===== config.mk =====
export PLATFORM = sky130hd
export DESIGN_NAME = fros_init
export DESIGN_NICKNAME = d
export VERILOG_FILES = /design/src/fros_pkg.sv /design/src/fros_init.sv /design/src/fros_sync.sv
export SDC_FILE = /design/constraint.sdc
export NUM_CORES = 1
export LEC_CHECK = 0
export BUFFER_PORTS_ARGS = -buffer_cell sky130_fd_sc_hd__buf_2
export CAP_MARGIN = 10
export CORE_MARGIN = 2
export CORE_UTILIZATION = 50
export DETAILED_ROUTE_END_ITERATION = 10
export GPL_TIMING_DRIVEN = 0
export PLACE_DENSITY = 0.77
export SLEW_MARGIN = 40
export SYNTH_ARGS = -nofsm -noshare
export SYNTH_HDL_FRONTEND = slang
export SYNTH_SLANG_ARGS = --single-unit
export TNS_END_PERCENT = 5

===== constraint.sdc =====
create_clock -name mclk_i -period 1.9 [get_ports mclk_i]
set_input_delay 0.285 -clock mclk_i [delete_from_list [all_inputs] [get_ports mclk_i]]
set_output_delay 0.285 -clock mclk_i [all_outputs]
set_load 0.01 [all_outputs]

===== src/fros_pkg.sv =====
// Constants and types shared by the FIFO reset and offset setup block.
package fros_pkg;

	// ---------------------------------------------------------------
	// Widths
	// ---------------------------------------------------------------
	localparam int OFS_W   = 11;
	localparam int PTR_W   = 11;
	localparam int SER_LEN = 2 * OFS_W;
	localparam int CNT_W   = 5;

	// ---------------------------------------------------------------
	// Reset and timing counts
	// ---------------------------------------------------------------
	localparam logic [2:0]       RST_EDGES_MIN = 3'h4;
	localparam logic [1:0]       IR_EDGES      = 2'h2;
	localparam logic [CNT_W-1:0] SER_LAST      = 5'h15;

	// ---------------------------------------------------------------
	// Offset presets and reset values
	// ---------------------------------------------------------------
	localparam logic [OFS_W-1:0] PRESET_LOW  = 11'h008;
	localparam logic [OFS_W-1:0] PRESET_HIGH = 11'h040;
	localparam logic [OFS_W-1:0] OFS_RESET   = 11'h000;
	localparam logic [PTR_W-1:0] PTR_RESET   = 11'h000;

	// ---------------------------------------------------------------
	// Offset load modes, coded as {select_hi, select_lo}
	// ---------------------------------------------------------------
	typedef enum logic [1:0] {
		MODE_PARALLEL = 2'b00,
		MODE_PRESET8  = 2'b01,
		MODE_PRESET64 = 2'b10,
		MODE_SERIAL   = 2'b11
	} fros_mode_t;

	// ---------------------------------------------------------------
	// Setup phases
	// ---------------------------------------------------------------
	typedef enum logic [2:0] {
		PH_RESET    = 3'b000,
		PH_WAIT_IR  = 3'b001,
		PH_SERIAL   = 3'b010,
		PH_SER_DONE = 3'b011,
		PH_RUN      = 3'b100
	} fros_phase_t;

endpackage : fros_pkg


===== src/fros_init.sv =====
// Reset handling and almost-empty/almost-full offset setup of a clocked FIFO.
`timescale 1ns/1ps
`default_nettype none


module fros_init (
	// System clock and reset
	input  wire logic                     mclk_i,
	input  wire logic                     rst_n_i,
	// Port clocks and reset pin
	input  wire logic                     write_port_clock_i,
	input  wire logic                     read_port_clock_i,
	input  wire logic                     fifo_reset_n_i,
	// Offset selects, doubling as serial data and enable
	input  wire logic                     offset_select_lo_i,
	input  wire logic                     offset_select_hi_i,
	// Write port
	input  wire logic                     fifo_write_i,
	input  wire logic [fros_pkg::OFS_W-1:0] write_data_i,
	// Flags
	output logic                          input_ready_o,
	output logic                          output_ready_o,
	output logic                          almost_empty_n_o,
	output logic                          almost_full_n_o,
	output logic                          mail_to_b_full_n_o,
	output logic                          mail_to_a_full_n_o,
	// Offsets, pointers and status
	output logic [fros_pkg::OFS_W-1:0]    almost_empty_offset_o,
	output logic [fros_pkg::OFS_W-1:0]    almost_full_offset_o,
	output logic [1:0]                    offset_mode_o,
	output logic [fros_pkg::PTR_W-1:0]    write_ptr_o,
	output logic [fros_pkg::PTR_W-1:0]    read_ptr_o,
	output logic                          store_word_o,
	output logic                          reset_long_enough_o
);

	// ---------------------------------------------------------------
	// Pin synchronisers
	// ---------------------------------------------------------------
	localparam int PW = 6 + fros_pkg::OFS_W;

	logic [PW-1:0] pins_s;
	logic                      wclk_s;
	logic                      rclk_s;
	logic                      rstp_s;
	logic                      sel_lo_s;
	logic                      sel_hi_s;
	logic                      wr_s;
	logic [fros_pkg::OFS_W-1:0] data_s;

	// The reset pin is asynchronous to everything and is only read after two flops.
	fros_sync #(.W(PW)) u_sync (
		.mclk_i  (mclk_i),
		.rst_n_i (rst_n_i),
		.d_i     ({write_port_clock_i, read_port_clock_i, fifo_reset_n_i,
			offset_select_lo_i, offset_select_hi_i, fifo_write_i, write_data_i}),
		.q_o     (pins_s)
	);

	assign {wclk_s, rclk_s, rstp_s, sel_lo_s, sel_hi_s, wr_s, data_s} = pins_s;

	// ---------------------------------------------------------------
	// State
	// ---------------------------------------------------------------
	typedef struct packed {
		fros_pkg::fros_phase_t      phase;
		fros_pkg::fros_mode_t       mode;
		logic                       wclk_d;
		logic                       rclk_d;
		logic                       rstp_d;
		logic [2:0]                 wedges;
		logic [2:0]                 redges;
		logic [1:0]                 ir_cnt;
		logic [fros_pkg::CNT_W-1:0] ser_cnt;
		logic [1:0]                 loads;
		logic [fros_pkg::OFS_W-1:0] ofs_x;
		logic [fros_pkg::OFS_W-1:0] ofs_y;
		logic [fros_pkg::PTR_W-1:0] wptr;
		logic [fros_pkg::PTR_W-1:0] rptr;
		logic                       ir_stage;
		logic                       ir;
		logic                       store;
		logic                       ordy;
		logic                       ae_n;
		logic                       af_n;
		logic                       mb_b_n;
		logic                       mb_a_n;
	} fros_state_t;

	fros_state_t st;
	fros_state_t next_st;

	function automatic logic [2:0] sat_inc(input logic [2:0] v);
		sat_inc = (v >= fros_pkg::RST_EDGES_MIN) ? v : v + 3'h1;
	endfunction : sat_inc

	logic wclk_rise;
	logic rclk_rise;
	logic release_now;

	assign wclk_rise   = wclk_s & ~st.wclk_d;
	assign rclk_rise   = rclk_s & ~st.rclk_d;
	assign release_now = rstp_s & ~st.rstp_d;

	// ---------------------------------------------------------------
	// Next state
	// ---------------------------------------------------------------
	always_comb begin
		next_st        = st;
		next_st.wclk_d = wclk_s;
		next_st.rclk_d = rclk_s;
		next_st.rstp_d = rstp_s;
		next_st.store  = 1'b0;
		if (!rstp_s) begin
			// Pointers and flags are held at their reset values.
			next_st.phase    = fros_pkg::PH_RESET;
			next_st.wptr     = fros_pkg::PTR_RESET;
			next_st.rptr     = fros_pkg::PTR_RESET;
			next_st.ir_stage = 1'b0;
			next_st.ir       = 1'b0;
			next_st.ir_cnt   = 2'h0;
			next_st.ser_cnt  = '0;
			next_st.loads    = 2'h0;
			next_st.ordy     = 1'b0;
			next_st.ae_n     = 1'b0;
			next_st.af_n     = 1'b1;
			next_st.mb_b_n   = 1'b1;
			next_st.mb_a_n   = 1'b1;
			if (st.rstp_d) begin
				next_st.wedges = 3'h0;
				next_st.redges = 3'h0;
			end else begin
				if (wclk_rise) begin
					next_st.wedges = sat_inc(st.wedges);
				end
				if (rclk_rise) begin
					next_st.redges = sat_inc(st.redges);
				end
			end
		end else if (release_now) begin
			// The selects are caught on the same cycle the released reset is seen.
			next_st.mode = fros_pkg::fros_mode_t'({sel_hi_s, sel_lo_s});
			case (fros_pkg::fros_mode_t'({sel_hi_s, sel_lo_s}))
				fros_pkg::MODE_PRESET8: begin
					next_st.ofs_x = fros_pkg::PRESET_LOW;
					next_st.ofs_y = fros_pkg::PRESET_LOW;
					next_st.phase = fros_pkg::PH_WAIT_IR;
				end
				fros_pkg::MODE_PRESET64: begin
					next_st.ofs_x = fros_pkg::PRESET_HIGH;
					next_st.ofs_y = fros_pkg::PRESET_HIGH;
					next_st.phase = fros_pkg::PH_WAIT_IR;
				end
				fros_pkg::MODE_SERIAL: begin
					next_st.phase = fros_pkg::PH_SERIAL;
				end
				default: begin
					next_st.phase = fros_pkg::PH_WAIT_IR;
				end
			endcase
		end else begin
			case (st.phase)
				fros_pkg::PH_WAIT_IR: begin
					// Input ready needs two write-clock edges, passing two stages.
					if (wclk_rise) begin
						next_st.ir_cnt = st.ir_cnt + 2'h1;
						if (st.ir_cnt == fros_pkg::IR_EDGES - 2'h1) begin
							next_st.ir    = 1'b1;
							next_st.phase = fros_pkg::PH_RUN;
						end else begin
							next_st.ir_stage = 1'b1;
						end
					end
				end
				fros_pkg::PH_SERIAL: begin
					if (wclk_rise && !sel_hi_s) begin
						{next_st.ofs_y, next_st.ofs_x} = {st.ofs_y[fros_pkg::OFS_W-2:0],
							st.ofs_x, sel_lo_s};
						next_st.ser_cnt = st.ser_cnt + 5'h01;
						if (st.ser_cnt == fros_pkg::SER_LAST) begin
							next_st.ir_stage = 1'b1;
							next_st.phase    = fros_pkg::PH_SER_DONE;
						end
					end
				end
				fros_pkg::PH_SER_DONE: begin
					if (wclk_rise) begin
						next_st.ir    = 1'b1;
						next_st.phase = fros_pkg::PH_RUN;
					end
				end
				fros_pkg::PH_RUN: begin
					if (wclk_rise && wr_s && st.ir) begin
						if (st.mode == fros_pkg::MODE_PARALLEL && st.loads == 2'h0) begin
							next_st.ofs_y = data_s;
							next_st.loads = 2'h1;
						end else if (st.mode == fros_pkg::MODE_PARALLEL
							&& st.loads == 2'h1) begin
							next_st.ofs_x = data_s;
							next_st.loads = 2'h2;
						end else begin
							next_st.store = 1'b1;
							next_st.wptr  = st.wptr + 11'h001;
						end
					end
				end
				default: begin
					next_st.phase = fros_pkg::PH_RESET;
				end
			endcase
		end
	end

	always_ff @(posedge mclk_i) begin
		if (!rst_n_i) begin
			st <= '{phase: fros_pkg::PH_RESET, mode: fros_pkg::MODE_PARALLEL,
				wclk_d: 1'b0, rclk_d: 1'b0, rstp_d: 1'b0, wedges: 3'h0, redges: 3'h0,
				ir_cnt: 2'h0, ser_cnt: 5'h00, loads: 2'h0,
				ofs_x: fros_pkg::OFS_RESET, ofs_y: fros_pkg::OFS_RESET,
				wptr: fros_pkg::PTR_RESET, rptr: fros_pkg::PTR_RESET,
				ir_stage: 1'b0, ir: 1'b0, store: 1'b0, ordy: 1'b0, ae_n: 1'b0, af_n: 1'b1,
				mb_b_n: 1'b1, mb_a_n: 1'b1};
		end else begin
			st <= next_st;
		end
	end

	// ---------------------------------------------------------------
	// Outputs
	// ---------------------------------------------------------------
	// Without a data path the FIFO stays empty, so the flags other than input ready keep their reset levels.
	assign input_ready_o         = st.ir;
	assign output_ready_o        = st.ordy;
	assign almost_empty_n_o      = st.ae_n;
	assign almost_full_n_o       = st.af_n;
	assign mail_to_b_full_n_o    = st.mb_b_n;
	assign mail_to_a_full_n_o    = st.mb_a_n;
	assign almost_empty_offset_o = st.ofs_x;
	assign almost_full_offset_o  = st.ofs_y;
	assign offset_mode_o         = st.mode;
	assign write_ptr_o           = st.wptr;
	assign read_ptr_o            = st.rptr;
	assign store_word_o          = st.store;
	assign reset_long_enough_o   = (st.wedges >= fros_pkg::RST_EDGES_MIN)
		&& (st.redges >= fros_pkg::RST_EDGES_MIN);

endmodule : fros_init

`default_nettype wire


===== src/fros_sync.sv =====
// Two-flop synchroniser for a group of pin inputs.
`timescale 1ns/1ps
`default_nettype none

module fros_sync #(
	parameter int W = 1
) (
	// Clock and reset
	input  wire logic         mclk_i,
	input  wire logic         rst_n_i,
	// Asynchronous input and synchronised output
	input  wire logic [W-1:0] d_i,
	output logic      [W-1:0] q_o
);

	logic [W-1:0] meta;

	always_ff @(posedge mclk_i) begin
		if (!rst_n_i) begin
			meta <= '0;
			q_o  <= '0;
		end else begin
			meta <= d_i;
			q_o  <= meta;
		end
	end

endmodule : fros_sync

`default_nettype wire


==> results.cfg <==
[drt]
vias_per_cell = 4.86
drt_iter0_markers = 153
final_antenna_net_count = 0
dr.pass1.iters = 4
drcViolationCount = 0
wl_um = 8260
num_vias = 3219
drt-wirelength-per-cell_um = 12.5

[sta]
report.final.slew_viol_count = 0
grt_setup_unrepaired = true
final.period_utilization = 1.07
fin_crit_ps = 2030
finalSetupViolations = 9
skew_ps = 11.1
fin_ws_ps = -126
tightestPinTransition_ps = 626
fmax_ghz = 0.493
relSlewSlack = 0.583
hold_viol = 0
hold-worst-slack_ps = 129

[die]
die_y_um = 95.3
die_w_um = 95.3
fp.dieArea_um2 = 9090
core_um2 = 8130
start_util = 0.513
rows = 33
pin_count = 73

[pwr]
power.switching_mw = 0.838
p_int_mw = 2.67
p_seq_frac = 0.564
total_power_mw = 3.51
p_sw_frac = 0.239
ir_drop_mv = 0.514
power.density_nw_per_um2 = 704
pwr-share-clk = 0.386
combPwrFrac = 0.050
power.leakage_nw = 2.23

[synthesis]
synth_compound_area_frac = 0.0993
synth_top_family_by_area = simple AND/OR/NAND/NOR gates
async_flop_share = 0
synth_mux_area_frac = 0.0579
synth_area_leaders = dfxtp_1, buf_4, and2_1
synth_top_area_frac = 0.442
ys_warn_count = 0
syn_inst = 468
synthSimpleGateAreaFrac = 0.235
synth-seq-area-share = 0.442
synth.most_common_cell = dfxtp_1
synth_xor_area_frac = 0.0147
syn_area_um2 = 4170
ys_ff_latch = 92
synth_top_flop_cell = dfxtp_1
syn_area_per_cell_um2 = 8.91
synth_cell_types = 46
synth_enable_flop_cells = 0
synth_common_cells = dfxtp_1, and2_1, buf_4
synth_fa_ha_area_frac = 0.0180
yosys.area.top_type = dfxtp_1

[clocking]
clock_latency_ps = 360
clock-sinks = 92
cts_buffer_depth = 2
cts_hold_buf = 0
path_clk_slew_ps = 100
cts_buffers = 9
cts_tree = built
htreeDepth = 3
root_buffer = clkbuf_8

[place]
portBuffers = 55
place_ws_ps = -240
gp_congestion = 0.818
dp_hpwl_um = 5770

[final_layout]
final_nets = 578
drive_gt1_frac = 0.290
area_growth_pct = 19.7
diodes = 0
utilization = 0.614
fillCellCount = 722

[global_route]
antenna_found_initial = 0
grt_max_degree = 18
grt_pass1_vias = 3015
overflow = 0
grt_use_total = 0.194
grt_pass1_wl_um = 13800

[critical_path]
crit_path_cell_trace = or3b_4 > or4_4 > buf_6 > or4_4 > a21oi_2
startpoint_type = flip-flop
crit_family = simple AND/OR/NAND/NOR gates
path_max_fanout = 5
slowest_delay_ps = 500
cp.arrival_ps = 2320
crit_top_cell = or4_4
cpMaxStageDelayCell = or4_4
crit_path_end_kind = flip-flop
cp.buffers_inverters = 1
required_ps = 2200
crit_type = reg -> reg

[hold_path]
hp-class = in -> reg

[outcome]
violations = negative setup slack
status = complete, but fails checks

[flow_run]
drv_cap = 0
-- registers in the layout (all words and copies together), names as in the netlist --
| register | count |
|---|---|
| almost_empty_offset_o | 11 |
| almost_full_offset_o | 11 |
| input_ready_o | 1 |
| offset_mode_o | 2 |
| st | 21 |
| store_word_o | 1 |
| u_sync.meta | 17 |
| u_sync.q_o | 17 |
| write_ptr_o | 11 |
-- logic make-up after synthesis --
kind of cell | after synthesis
AND/OR/NAND/NOR | 174
flip-flops | 92
multiplexers | 24
buffers and inverters | 93
AO/OA/AOI/OAI | 70
XOR/XNOR | 7
adder cells (fa/ha/maj) | 6
other | 2
-- cell usage in the layout, fill, tap and decap left out, types with 6 or more instances in the layout --
master,n
a21oi_1,17
and2_1,60
buf_2,58
buf_4,55
clkbuf_1,16
clkbuf_8,9
conb_1,16
dfxtp_1,89
ha_1,6
inv_1,18
mux2i_1,23
nand2_1,37
nor2_1,17
nor2b_1,7
nor3_2,6
o21ai_0,26
xnor2_1,6
-- final timing paths --
kind | from | endpoint | slack [ps] | cells after the start
worst max-delay path | st[72] | write_ptr_o[10] | -130 | 5
worst min register to register | u_sync.meta[4] | u_sync.q_o[4] | 440 | 1
worst min-delay path | offset_select_lo_i | u_sync.meta[13] | 130 | 2
worst max register to register | st[72] | write_ptr_o[10] | -130 | 5
-- worst register-to-register path: stages, from the launching register on --
cell     delay, ps
dfxtp_2        340
or3b_4         390
or4_4          500
buf_6          150
or4_4          480
a21oi_2        120
-- layout make-up --
| class | count | area, um^2 | area share |
|---|---|---|---|
| plain buffers | 75 | 504 | 0.101 |
| clock buffers | 9 | 124 | 0.0248 |
| clock inverters | 7 | 81.3 | 0.0163 |
| inverters | 18 | 67.6 | 0.0135 |
| multi-input cells | 297 | 1930 | 0.386 |
| flip-flops and latches | 92 | 1850 | 0.370 |
| well taps | 105 | 131 | 0.0263 |
| repair buffers | 60 | 310 | 0.0622 |
-- per-layer routing --
layer	part of all wire	track usage
met1	0.46	0.245
met3	0.047	0.0443
met5	0	0
met2	0.48	0.330
met4	0.0071	0.0592
-- metrics by stage --
| step | setup TNS (ps) | cell area (um^2) | instances |
|---|---|---|---|
| floorplan | -497 | 4230 | 482 |
| global placement | -2600 | 4630 | 642 |
| detailed placement | -3450 | 4630 | 642 |
| CTS | -907 | 4940 | 663 |
| global route | -2490 | 4990 | 663 |
| finish | -672 | 4990 | 663 |
-- power by group through the flow --
stage / sequential [mW] / combinational (mW) / clock [mW]
2_1_floorplan: 2.02 / 0.128 / 0
3_3_place_gp: 2.03 / 0.168 / 0
3_5_place_dp: 2.03 / 0.171 / 0
4_1_cts: 1.98 / 0.174 / 1.38
5_1_grt: 1.99 / 0.199 / 1.47
6_report: 1.98 / 0.177 / 1.36
-- repair_timing --
action,CTS,global route
endpoints found under the setup margin,33,33
pin swaps,7,2
cloned,1,0
hold endpoints to repair,0,0
buffers inserted,4,0
gates resized for setup,19,19
Power figures use the tool's default switching activity.
